### src/rrie_defs.svh
// constants for the return and rotate execution block
`ifndef RRIE_DEFS_SVH
`define RRIE_DEFS_SVH

// ----------------------------------------------------------------------------
// instruction encodings (14-bit program word)
// ----------------------------------------------------------------------------
`define RRIE_RETURN_CODE 14'h0008
`define RRIE_IRET_CODE 14'h0009
`define RRIE_LRET_MASK 14'h3f00
`define RRIE_LRET_CODE 14'h3400
`define RRIE_RLC_MASK 14'h3f00
`define RRIE_RLC_CODE 14'h0d00

// ----------------------------------------------------------------------------
// field positions
// ----------------------------------------------------------------------------
`define RRIE_DEST_BIT 7
`define RRIE_FADDR_MSB 6
`define RRIE_LIT_MSB 7
`define RRIE_INT_EN_BIT 7

// ----------------------------------------------------------------------------
// timing counts, in instruction cycles
// ----------------------------------------------------------------------------
`define RRIE_RET_CYCLES 2
`define RRIE_RLC_CYCLES 1

// ----------------------------------------------------------------------------
// reset values
// ----------------------------------------------------------------------------
`define RRIE_PC_RESET 15'h0000
`define RRIE_W_RESET 8'h00
`define RRIE_SP_RESET 4'h0

`endif

### src/rrie_pkg.sv
// types shared by the return and rotate execution block
package rrie_pkg;
    typedef enum logic [1:0] {
        RRIE_IDLE,
        RRIE_FINISH
    } rrie_state_t;

    typedef enum logic [1:0] {
        RRIE_OP_RETURN,
        RRIE_OP_IRET,
        RRIE_OP_LRET
    } rrie_op_t;

    typedef logic [14:0] rrie_addr_t;
    typedef logic [7:0] rrie_byte_t;
endpackage

### src/rrie_stack_if.sv
// link between the executor and the return stack
`timescale 1ns/10ps
interface rrie_stack_if;
    import rrie_pkg::*;
    logic push;
    rrie_addr_t push_data;
    logic pop;
    rrie_addr_t head;

    modport exec (output push, output push_data, output pop, input head);
    modport stack (input push, input push_data, input pop, output head);
endinterface // rrie_stack_if
### src/rrie_exec.sv
// executor for interrupt return, literal return, subroutine return and rotate left
`timescale 1ns/10ps
`include "rrie_defs.svh"

module rrie_exec #(
    parameter int STACK_DEPTH = 16
) (
    input wire logic core_clk,
    input wire logic reset_n,
    input wire logic instr_valid,
    input wire logic [13:0] instr_word,
    input wire rrie_pkg::rrie_byte_t src_data,
    input wire logic call_push,
    input wire rrie_pkg::rrie_addr_t call_addr,
    input wire logic int_enable_clear,
    output logic ready,
    output logic done,
    output logic pc_load,
    output rrie_pkg::rrie_addr_t pc,
    output rrie_pkg::rrie_byte_t w_reg,
    output logic carry,
    output rrie_pkg::rrie_byte_t interrupt_control_reg,
    output logic [6:0] f_addr,
    output rrie_pkg::rrie_byte_t f_wdata,
    output logic f_we
);
    import rrie_pkg::*;

    typedef struct packed {
        rrie_state_t state;
        rrie_op_t op;
        logic [7:0] lit;
        logic ready;
        logic done;
        logic pc_load;
        rrie_addr_t pc;
        logic [7:0] w;
        logic carry;
        logic [7:0] int_ctrl;
        logic [6:0] f_addr;
        logic [7:0] f_wdata;
        logic f_we;
    } rrie_exec_st_t;

    rrie_exec_st_t s;
    rrie_exec_st_t next_s;
    rrie_stack_if sif ();

    logic take;
    logic take_ret;
    logic take_iret;
    logic take_lret;
    logic take_rlc;
    logic [7:0] rlc_result;

    // ------------------------------------------------------------------------
    // decode
    // ------------------------------------------------------------------------
    assign take = instr_valid && s.ready;
    assign take_ret = take && (instr_word == `RRIE_RETURN_CODE);
    assign take_iret = take && (instr_word == `RRIE_IRET_CODE);
    assign take_lret = take && ((instr_word & `RRIE_LRET_MASK) == `RRIE_LRET_CODE);
    assign take_rlc = take && ((instr_word & `RRIE_RLC_MASK) == `RRIE_RLC_CODE);
    assign rlc_result = {src_data[6:0], s.carry};

    // calls from the rest of the core fill the stack; a pop always wins
    // the port, which it uses only in the cycle a return is taken
    assign sif.push = call_push && !sif.pop;
    assign sif.push_data = call_addr;
    assign sif.pop = take_ret || take_iret || take_lret;

    rrie_stack #(
        .DEPTH(STACK_DEPTH)
    ) u_stack (
        .core_clk(core_clk),
        .reset_n(reset_n),
        .sif(sif)
    );

    // ------------------------------------------------------------------------
    // execution state machine
    // ------------------------------------------------------------------------
    always_comb begin
        next_s = s;
        next_s.done = 1'b0;
        next_s.pc_load = 1'b0;
        next_s.f_we = 1'b0;
        if (int_enable_clear) begin
            next_s.int_ctrl[`RRIE_INT_EN_BIT] = 1'b0;
        end
        case (s.state)
            RRIE_IDLE: begin
                if (take_rlc) begin
                    // only carry is touched among the flags
                    next_s.carry = src_data[7];
                    next_s.done = 1'b1;
                    if (instr_word[`RRIE_DEST_BIT]) begin
                        next_s.f_we = 1'b1;
                        next_s.f_addr = instr_word[`RRIE_FADDR_MSB:0];
                        next_s.f_wdata = rlc_result;
                    end else begin
                        next_s.w = rlc_result;
                    end
                end else if (sif.pop) begin
                    next_s.ready = 1'b0;
                    next_s.state = RRIE_FINISH;
                    next_s.lit = instr_word[`RRIE_LIT_MSB:0];
                    if (take_iret) begin
                        next_s.op = RRIE_OP_IRET;
                    end else if (take_lret) begin
                        next_s.op = RRIE_OP_LRET;
                    end else begin
                        next_s.op = RRIE_OP_RETURN;
                    end
                end
            end
            RRIE_FINISH: begin
                // the head register already holds the popped entry, so the
                // second cycle needs no wait state of its own
                next_s.pc = sif.head;
                next_s.pc_load = 1'b1;
                next_s.done = 1'b1;
                next_s.ready = 1'b1;
                next_s.state = RRIE_IDLE;
                if (s.op == RRIE_OP_IRET) begin
                    // after the clear above, so a set in the same cycle wins
                    next_s.int_ctrl[`RRIE_INT_EN_BIT] = 1'b1;
                end
                if (s.op == RRIE_OP_LRET) begin
                    next_s.w = s.lit;
                end
            end
            default: begin
                next_s.state = RRIE_IDLE;
                next_s.ready = 1'b1;
            end
        endcase
    end

    always_ff @(posedge core_clk or negedge reset_n) begin
        if (!reset_n) begin
            s <= '0;
            s.state <= RRIE_IDLE;
            s.op <= RRIE_OP_RETURN;
            s.ready <= 1'b1;
            s.pc <= `RRIE_PC_RESET;
            s.w <= `RRIE_W_RESET;
        end else begin
            s <= next_s;
        end
    end

    assign ready = s.ready;
    assign done = s.done;
    assign pc_load = s.pc_load;
    assign pc = s.pc;
    assign w_reg = s.w;
    assign carry = s.carry;
    assign interrupt_control_reg = s.int_ctrl;
    assign f_addr = s.f_addr;
    assign f_wdata = s.f_wdata;
    assign f_we = s.f_we;
endmodule // rrie_exec

### src/rrie_stack.sv
// hardware return stack with a registered head entry
`timescale 1ns/10ps
`include "rrie_defs.svh"
module rrie_stack #(
    parameter int DEPTH = 16
) (
    input wire logic core_clk,
    input wire logic reset_n,
    rrie_stack_if.stack sif
);
    import rrie_pkg::*;

    localparam int PW = $clog2(DEPTH);

    typedef struct packed {
        logic [DEPTH-1:0][14:0] mem;
        logic [PW-1:0] sp;
        rrie_addr_t head;
    } rrie_stk_t;

    rrie_stk_t s;
    rrie_stk_t next_s;

    // pointer wraps on overflow and underflow, as a circular stack does
    always_comb begin
        next_s = s;
        if (sif.push) begin
            next_s.mem[s.sp] = sif.push_data;
            next_s.sp = s.sp + 1'b1;
            next_s.head = sif.push_data;
        end else if (sif.pop) begin
            next_s.sp = s.sp - 1'b1;
            next_s.head = s.mem[s.sp - 1'b1];
        end
    end

    always_ff @(posedge core_clk or negedge reset_n) begin
        if (!reset_n) begin
            s <= '0;
        end else begin
            s <= next_s;
        end
    end

    assign sif.head = s.head;
endmodule // rrie_stack

### config.mk
export PLATFORM = sky130hd
export DESIGN_NAME = rrie_exec
export DESIGN_NICKNAME = d
export VERILOG_FILES = /design/src/rrie_pkg.sv /design/src/rrie_stack_if.sv /design/src/rrie_exec.sv /design/src/rrie_stack.sv
export VERILOG_INCLUDE_DIRS = /design/src /design/src/src
export SDC_FILE = /design/constraint.sdc
export NUM_CORES = 1
export LEC_CHECK = 0
export BUFFER_PORTS_ARGS = -buffer_cell sky130_fd_sc_hd__buf_2
export CAP_MARGIN = 30
export CORE_MARGIN = 2
export CORE_UTILIZATION = 35
export CTS_BUF_LIST = sky130_fd_sc_hd__clkbuf_8 sky130_fd_sc_hd__clkbuf_16
export CTS_CLUSTER_SIZE = 40
export DETAILED_ROUTE_END_ITERATION = 10
export GPL_ROUTABILITY_DRIVEN = 0
export GPL_TIMING_DRIVEN = 0
export MAX_ROUTING_LAYER = met4
export SYNTH_ARGS = -nofsm -noshare
export SYNTH_HDL_FRONTEND = slang
export SYNTH_HIERARCHICAL = 1
export SYNTH_SLANG_ARGS = --single-unit
### constraint.sdc
create_clock -name core_clk -period 2.8 [get_ports core_clk]
set_clock_uncertainty 0.15 [all_clocks]
set_input_delay 0.42 -clock core_clk [delete_from_list [all_inputs] [get_ports core_clk]]
set_output_delay 0.42 -clock core_clk [all_outputs]
set_load 0.02 [all_outputs]
==> Yosys cells after proc, flatten, opt, wreduce, memory -nomap -nowiden <==
Cells that the tools add are included.
{ "classes": {"bitwise": 1, "n_eq_ne": 12, "n_addsub": 2, "n_mul": 0, "div_mod_pow": 0, "shifts": 0, "reduce_logical": 18, "muxes": 26, "n_lt_le_gt_ge": 3} }
{ "op_table": {"columns": ["cell", "n"], "rows": [
  ["$bwmux W240", 1],
  ["$bmux W15 S4", 1],
  ["$demux W15 S4", 1],
  ["$mux W19", 2],
  ["$mux W15", 2],
  ["$eq A14 B4 Y1 const B", 2],
  ["$mux W13", 2],
  ["$mux W16", 1],
  ["$mux W8", 2],
  ["$pmux W8 S2", 1],
  ["$lt A4 B5 Y1 const B", 2],
  ["$ne A2 B2 Y1 const B", 5],
  ["$mux W9", 1],
  ["$mux W1", 8],
  ["$logic_and A1 B1 Y1", 7],
  ["$eq A6 B4 Y1 const B", 1],
  ["$eq A6 B6 Y1 const B", 1],
  ["$mux W2", 3],
  ["$reduce_and A3 Y1", 2],
  ["$add A4 B1 Y4 const B", 1],
  ["$eq A2 B1 Y1 const B", 2],
  ["$ge A4 B1 Y1 const B", 1],
  ["$reduce_and A2 Y1", 2],
  ["$reduce_and A4 Y1", 1],
  ["8 further kinds", 10]
]} }
{ "word_totals": {"reg_bits": 315, "latch_bits": 0, "ramBits": 0, "n_memories": 0, "mem_bits_ro": 0} }

==> Logic depth before layout (Yosys ltp) <==
Gate-level depths: netlist of the first run.
{ "logic_depth": {"ltp_word": 7, "depth_mapped": 10} }

==> Hierarchy <==
Netlist of the first run, hierarchy kept.
{ "by_module_without_submodules": {"columns": ["module", "area_each_um2", "n_inst", "seq_area_each_um2", "cells_each"], "rows": [
  ["rrie_stack", 12046.6, 1, 6481.2, 874],
  ["rrie_exec", 2588.7, 1, 1377.6, 189]
]} }

==> Least setup slack after synthesis of the first run <==
Ideal clock, no wire load.
{ "synth_path": {"kind": "input to register", "from": "input instr_word[2]", "to": "register u_stack/s[203] (netlist bit)", "n_path_buf": 3, "setup_time_ps": 125, "arrival_time_ps": 3066, "path_slack_ps": -541, "path_stages": 9, "path_cell_list": "or4b_1 > or3_4 > a2111oi_2 > nor2b_1 > buf_2 > buf_4 > nand4_1 > buf_2 > mux2_2"} }
{ "synth_between": {"elab_chain_len": 6, "word_cells_on_any_way": 8, "cone_classes": "eq/ne (2); reduce/logical (6)"} }
{ "synth_rtl": {"columns": ["element", "line_no", "text"], "rows": [
  ["start, declared", "rrie_exec.sv:11", "input wire logic [13:0] instr_word,"],
  ["$eq A14 B4 Y1 (no line)", null, null],
  ["$logic_and A1 B1 Y1 (on tied branches)", "rrie_exec.sv:60, rrie_exec.sv:61", null],
  ["$logic_or A1 B1 Y1 * (2 in series)", "rrie_exec.sv:70", "assign sif.pop = take_ret || take_iret || take_lret;"],
  ["net sif.pop", "rrie_stack_if.sv:7", "logic pop;"],
  ["$logic_not A1 Y1 *", "rrie_exec.sv:68", "assign sif.push = call_push && !sif.pop;"],
  ["$logic_and A1 B1 Y1 *", "rrie_exec.sv:68", null],
  ["net sif.push", "rrie_stack_if.sv:5", "logic push;"],
  ["end signal, assigned", "rrie_stack.sv:41", "s <= next_s;"],
  ["end, declared", "rrie_stack.sv:21", "rrie_stk_t s;"]
]} }
The timed path passes the listed nets; every way through them passes the cells marked *.
A chain may end at the register's enable or synchronous reset.

==> Final worst setup path of the first run <==
{ "layout_path": {"from": "register, netlist name ready", "to": "register u_stack/s[251] (netlist bit)"} }
{ "layout_between": {"elab_chain_len": 6, "word_cells_on_any_way": 8, "cone_classes": "reduce/logical (8)"} }
{ "layout_rtl": {"columns": ["element", "line_no", "text"], "rows": [
  ["$logic_and A1 B1 Y1 *", "rrie_exec.sv:59", "assign take = instr_valid && s.ready;"],
  ["$logic_and A1 B1 Y1 (on tied branches)", "rrie_exec.sv:60, rrie_exec.sv:61", null],
  ["$logic_or A1 B1 Y1", "rrie_exec.sv:70", null],
  ["$logic_or A1 B1 Y1 *", "rrie_exec.sv:70", null],
  ["net sif.pop", "rrie_stack_if.sv:7", null],
  ["$logic_not A1 Y1 *", "rrie_exec.sv:68", null],
  ["$logic_and A1 B1 Y1 *", "rrie_exec.sv:68", null],
  ["net sif.push", "rrie_stack_if.sv:5", null]
]} }
Marked as above.

==> impl_metrics.ini, run 1 <==
[status]
outcome = completed

[synthesis]
yosysTopAreaCellShare_pct = 53.5
synth_edf_count = 0
syn_area_mm2 = 0.0146
post-synth-top-count-cell = dfrtp_1
ys_async_sr_fraction_pct = 100
yosysTopAreaCell = dfrtp_1
yosys_warnings = 6
ys.flop_type = dfrtp_1
synthTopCellsByCount = 313 x dfrtp_1, 170 x mux2_2, 110 x mux2_1, 96 x nand2_1, 77 x buf_4
netlist_instances = 1063
netlist_top_cells_area = dfrtp_1 54%, mux2_2 13%, mux2_1 8.5%
synth-seq-cells = 314
ys_seq_area_share_pct = 53.7
syn_avg_cell_area_um2 = 13.8
ys_types = 58

[sta]
hold_viol = 0
fmax_mhz = 360
fin_crit_sh_pct = 99.3
relSlewSlack_pct = 55.0
maxSlewViolCount = 0
holdWs_ns = 0.0191
setup_viol = 0
period_minus_slack_ns = 2.78
rsz0062_at_grt = yes
worst_slew_pin_slew_ns = 0.676

[global_route]
first_global_vias = 9708
grtUsageTotal_pct = 17.8
grt_max_degree = 122
antenna_found_initial = 0
grt_pass1_wl_um = 58500
grt-ovfl-total = 0

[detailed_routing]
finalWirelength_um = 37200
drt_first_iter_violations = 513
ant_nets = 0
avgViaCountPerCell = 5.02
wl_per_cell_um = 20.4
routed-via-count = 9159
firstDrtPassIters = 5
drc = 0

[clocking]
clock_tree.root_cell = clkbuf_16
cts_buffers = 36
clockBufferDepth = 3
cts_tree = yes
h-tree-depth = 2
clock-sinks = 314
clk_pin_slew_worst_paths_ns = 0.06
clock_latency_ns = 0.53

[layout]
multi_input_area_mm2 = 0.00671
largest-register = u_stack/s
seqCellArea_mm2 = 0.00786
instances_no_fill = 1826
antenna_cells = 0
nNetsFinal = 1318
post-route-util_pct = 46.2
drive_above_1_share_pct = 51.1
fillers = 3561
syn2layout_area_growth_pct = 29.6
finish.instance_area_mm2 = 0.0190
largest_reg_flops = 244

[floorplan]
pin_count = 93
core_mm2 = 0.0410
dieArea_mm2 = 0.0435
num_rows = 74
start_util_pct = 35.7
die_h_um = 208
die_width_um = 208

[critical_path]
start_kind = flop
critPathMaxFanout = 10
path_cells = nand4bb_4 > or3_4 > a2111oi_4 > buf_4 > nor2b_4 > buf_6 > nand4_1 > buf_6 > mux2_4
criticalPathCategory = flop to flop
end_kind = flop
critPathArrivalTime_ns = 3.05
max_stage_delay_ns = 0.58
slowest_stage = dfstp_2
crit_top_cell = buf_6
worstPathRequired_ns = 3.07

[run]
cap_violations = 0

[place]
dp_cells = 1689
detailed_place_hpwl_um = 24100
placed_area_mm2 = 0.0161
io_buffers = 85

[power]
p_per_area_mw_per_mm2 = 1100
max-vdd-ir-drop_uv = 520
power_leakage_nw = 9.24

[min_path]
hold_path.class = input port to flop
-- cells in the final DEF, fill, tap and decap left out, types with 27 or more instances in the layout --
cell and n:
clkbuf_16 37, mux2_4 162, buf_2 93, dfrtp_1 312, mux2i_1 27, mux4_2 30
nand3_1 31, mux2_2 102, buf_6 36, buf_4 93, nand2_1 92
-- layout make-up --
| class | instances | area share [%] |
|---|---|---|
| inverters | 5 | 0.0990 |
| well taps | 532 | 3.51 |
| clock buffers | 44 | 5.33 |
| flip-flops and latches | 314 | 41.4 |
| multi-input cells | 614 | 35.4 |
| plain buffers | 135 | 5.94 |
| clock inverters | 17 | 0.713 |
| repair buffers | 165 | 7.60 |
-- kinds of logic (layout without fill, tap and decap cells) --
| kind of cell | count (synthesis) | in the layout | synth area share, % |
|---|---|---|---|
| multiplexers | 347 | 347 | 28.9 |
| flip-flops | 314 | 314 | 53.7 |
| AND/OR/NAND/NOR | 169 | 169 | 6.01 |
| buffers and inverters | 141 | 366 | 6.08 |
| AO/OA/AOI/OAI | 81 | 81 | 4.48 |
| adder cells (fa/ha/maj) | 5 | 5 | 0.427 |
| XOR/XNOR | 5 | 5 | 0.351 |
| other | 1 | 7 | 0.0256 |
-- path summary, 6_finish.rpt --
path	startpoint	end	slack [ns]	depth (start not counted)
setup / recovery	ready$_DFFE_PN1P_	u_stack/s[251]$_DFFE_PN0P_	0.02	9
hold / removal	instr_word[3]	f_addr[3]$_DFFE_PN0P_	0.02	2
setup reg to reg	ready$_DFFE_PN1P_	u_stack/s[251]$_DFFE_PN0P_	0.02	9
hold reg to reg	u_stack/s[70]$_DFFE_PN0P_	u_stack/s[70]$_DFFE_PN0P_	0.33	1
max in group asynchronous	reset_n	u_stack/s[162]$_DFFE_PN0P_	0.66	4
min in group asynchronous	reset_n	f_wdata[0]$_DFFE_PN0P_	0.34	2
-- layer usage --
layer	up-vias	GRT usage, %	share of wire [%]	routed length, µm
met5	-	-	0	0
met4	0	5.04	2.1	786
met3	55	2.88	3.8	1410
met2	202	28.9	49	18200
met1	4714	23.1	45	16900
li1	4188	-	-	-
-- critical path: cells and delay by family, from the launching register on --
kind	cells	cell delay, ns
flip-flops	1	0.58
buffers and inverters	3	0.58
AND/OR/NAND/NOR	4	0.78
multiplexers	1	0.31
AO/OA/AOI/OAI	1	0.29
-- where the power goes --
part,total [W],leakage (nW),switching [W],internal (W)
logic,0.00903,4.70,0.00422,0.00481
registers,0.00736,3.94,0.000989,0.00637
clock network,0.00452,0.595,0.00187,0.00265
-- timing repair --
action / in CTS / in global routing
endpoints found under the hold margin: 98 / 1
setup endpoints to repair: 239 / 266
gates cloned: 15 / 1
gates resized for setup: 209 / 37
setup buffers: 41 / 14
hold buffers: 10 / 1
pin swaps: 9 / 8
-- stage by stage --
stage / setup TNS [ns] / total power, W / worst slack [ns]
global placement: -1690.57 / 0.0147 / -4.90
finish: 0 / 0.0209 / 0.0185
detailed placement: -169.11 / 0.0149 / -0.931
floorplan: -32.02 / 0.0128 / -0.290
CTS: -19.97 / 0.0207 / -0.151
global route: -2.35 / 0.0220 / -0.0995
No activity file was read; power rests on OpenSTA's default activity.
==> inputs of run 2 (changes only) <==
==> constraint.sdc (replaced) <==
create_clock -name core_clk -period 2.8 [get_ports core_clk]
set_clock_uncertainty 0.15 [all_clocks]
set_input_delay 0.56 -clock core_clk [delete_from_list [all_inputs] [get_ports core_clk]]
set_output_delay 0.56 -clock core_clk [all_outputs]
set_load 0.02 [all_outputs]
==> impl_metrics.ini, run 2 (same netlist as run 1, synthesis figures left out) <==
[place]
detailed_place_hpwl_um = 23700
placed_area_mm2 = 0.0162
place_ws_ns = -1.14
io_buffers = 85

[layout]
most-common-layout-cells = 312 x dfrtp_1, 138 x mux2_4, 109 x mux2_2
nNetsFinal = 1296
antenna_cells = 0
finish.instance_area_mm2 = 0.0188
final_common_cell = dfrtp_1
syn2layout_area_growth_pct = 28.1
fillers = 3563
drive_above_1_share_pct = 50.5
largest-register = u_stack/s
largest_reg_flops = 244

[sta]
worst_slack_ns = 0.0171
setup_viol = 0
rsz0062_at_grt = yes
fin_crit_sh_pct = 99.4
period_minus_slack_ns = 2.78
fmax_mhz = 359
hold_viol = 0
worst_slew_pin_slew_ns = 0.997
relSlewSlack_pct = 33.2
fin_setup_tns_ns = 0
holdWs_ns = 0.130
maxSlewViolCount = 0

[critical_path]
end_kind = flop
max_stage_delay_ns = 0.53
criticalPathCategory = input port to flop
r2r_cells = 10
critPathArrivalTime_ns = 3.03
path_cells = buf_8 > or4b_4 > or3_4 > a2111oi_4 > buf_6 > nor2b_4 > buf_12 > nand4_1 > buf_6 > buf_8 > mux2_4
worstPathRequired_ns = 3.05
crit_family = simple AND/OR/NAND/NOR gates
start_kind = input port
critPathMaxFanout = 8
r2r-start = u_stack/s[15]$_DFFE_PN0P_
cp.depth = 11
critPathLaunch = instr_word[4]
slowest_stage = or4b_4
cp_num_buf_inv = 5
crit_end = u_stack/s[208]$_DFFE_PN0P_
reg2reg_slack_ns = 0.03
timing.rr.end = u_stack/sif.head[0]$_DFFE_PN0P_

[floorplan]
pin_count = 93
core_mm2 = 0.0410
die_width_um = 208
num_rows = 74
die_h_um = 208
dieArea_mm2 = 0.0435
start_util_pct = 35.7

[global_route]
antenna_found_initial = 0
grtUsageTotal_pct = 17.3
first_global_vias = 9515
grt_max_degree = 120
grt_pass1_wl_um = 57300
grt-ovfl-total = 0

[detailed_routing]
wl_per_cell_um = 20.2
finalWirelength_um = 36400
avgViaCountPerCell = 5.03
ant_nets = 0
firstDrtPassIters = 5
drc = 0
drt_first_iter_violations = 677
routed-via-count = 9071

[power]
p_per_area_mw_per_mm2 = 1110
max-vdd-ir-drop_uv = 587
power_leakage_nw = 9.04
power_w = 0.0208

[clocking]
clock_tree.root_cell = clkbuf_16
clockBufferDepth = 3
h-tree-depth = 2
cts_buffers = 36
clk_pin_slew_worst_paths_ns = 0.06
clock_latency_ns = 0.54
clock-sinks = 314
cts_tree = yes

[run]
cap_violations = 0

[min_path]
hold_path.class = input port to flop

[status]
outcome = completed
-- run 2: worst min-delay path by stage --
stage                                         start                   endpoint  cells past startpoint
after floorplan                             reset_n          carry$_DFFE_PN0P_                      0
final                                 instr_word[5]          s[56]$_DFFE_PN0P_                      2
after detailed placement  u_stack/s[70]$_DFFE_PN0P_  u_stack/s[70]$_DFFE_PN0P_                      1
after global routing                  instr_word[5]          s[56]$_DFFE_PN0P_                      2
after global placement    u_stack/s[75]$_DFFE_PN0P_  u_stack/s[75]$_DFFE_PN0P_                      1
after CTS                             instr_word[5]          s[56]$_DFFE_PN0P_                      2
-- run 2: metrics by stage --
step / util (%) / std cells
floorplan: - / 1069
global placement: 39.4 / 1686
detailed placement: 39.5 / 1688
CTS: 44.9 / 1793
global route: 45.7 / 1805
finish: 45.7 / 1805
-- run 2: final cells by class --
class                      count  area (µm²)  share of cell area [%]
inverter                       5        18.8                   0.100
multi-input combinational    614        6670                    35.5
clock buffer                  42         983                    5.24
tap                          532         666                    3.55
timing repair buffer         144        1270                    6.76
sequential                   314        7860                    41.9
buffer                       134        1120                    5.99
clock inverter                20         169                   0.901
-- run 2: worst register-to-register path, cell delays in order, from the launching register on --
cell and delay [ns]:
dfrtp_2 0.42, buf_12 0.17, buf_8 0.18, inv_2 0.09
ha_1 0.30, buf_4 0.21, clkbuf_8 0.23, mux4_2 0.35
mux2i_2 0.29, o21ai_4 0.08, a41o_1 0.20
-- run 2: per-layer routing --
metal	GRT usage (%)	up-vias	wire (µm)
li1	-	4150	-
met3	2.90	63	1340
met2	26.6	189	17100
met5	-	-	0
met4	4.89	0	841
met1	23.5	4669	17100
-- run 2: what timing repair did --
| action | 4_1_cts | 5_1_grt |
|---|---|---|
| buffers inserted | 33 | 12 |
| setup endpoints to repair | 239 | 245 |
| resized for setup | 148 | 50 |
| hold buffers | 1 | 0 |
| pin swaps | 8 | 8 |
| endpoints found under the hold margin | 98 | 0 |
| gates cloned | 10 | 1 |
-- run 2: power by group --
group | internal (W) | switching (W)
clock | 0.00270 | 0.00189
combinational | 0.00468 | 0.00422
sequential | 0.00637 | 0.000987
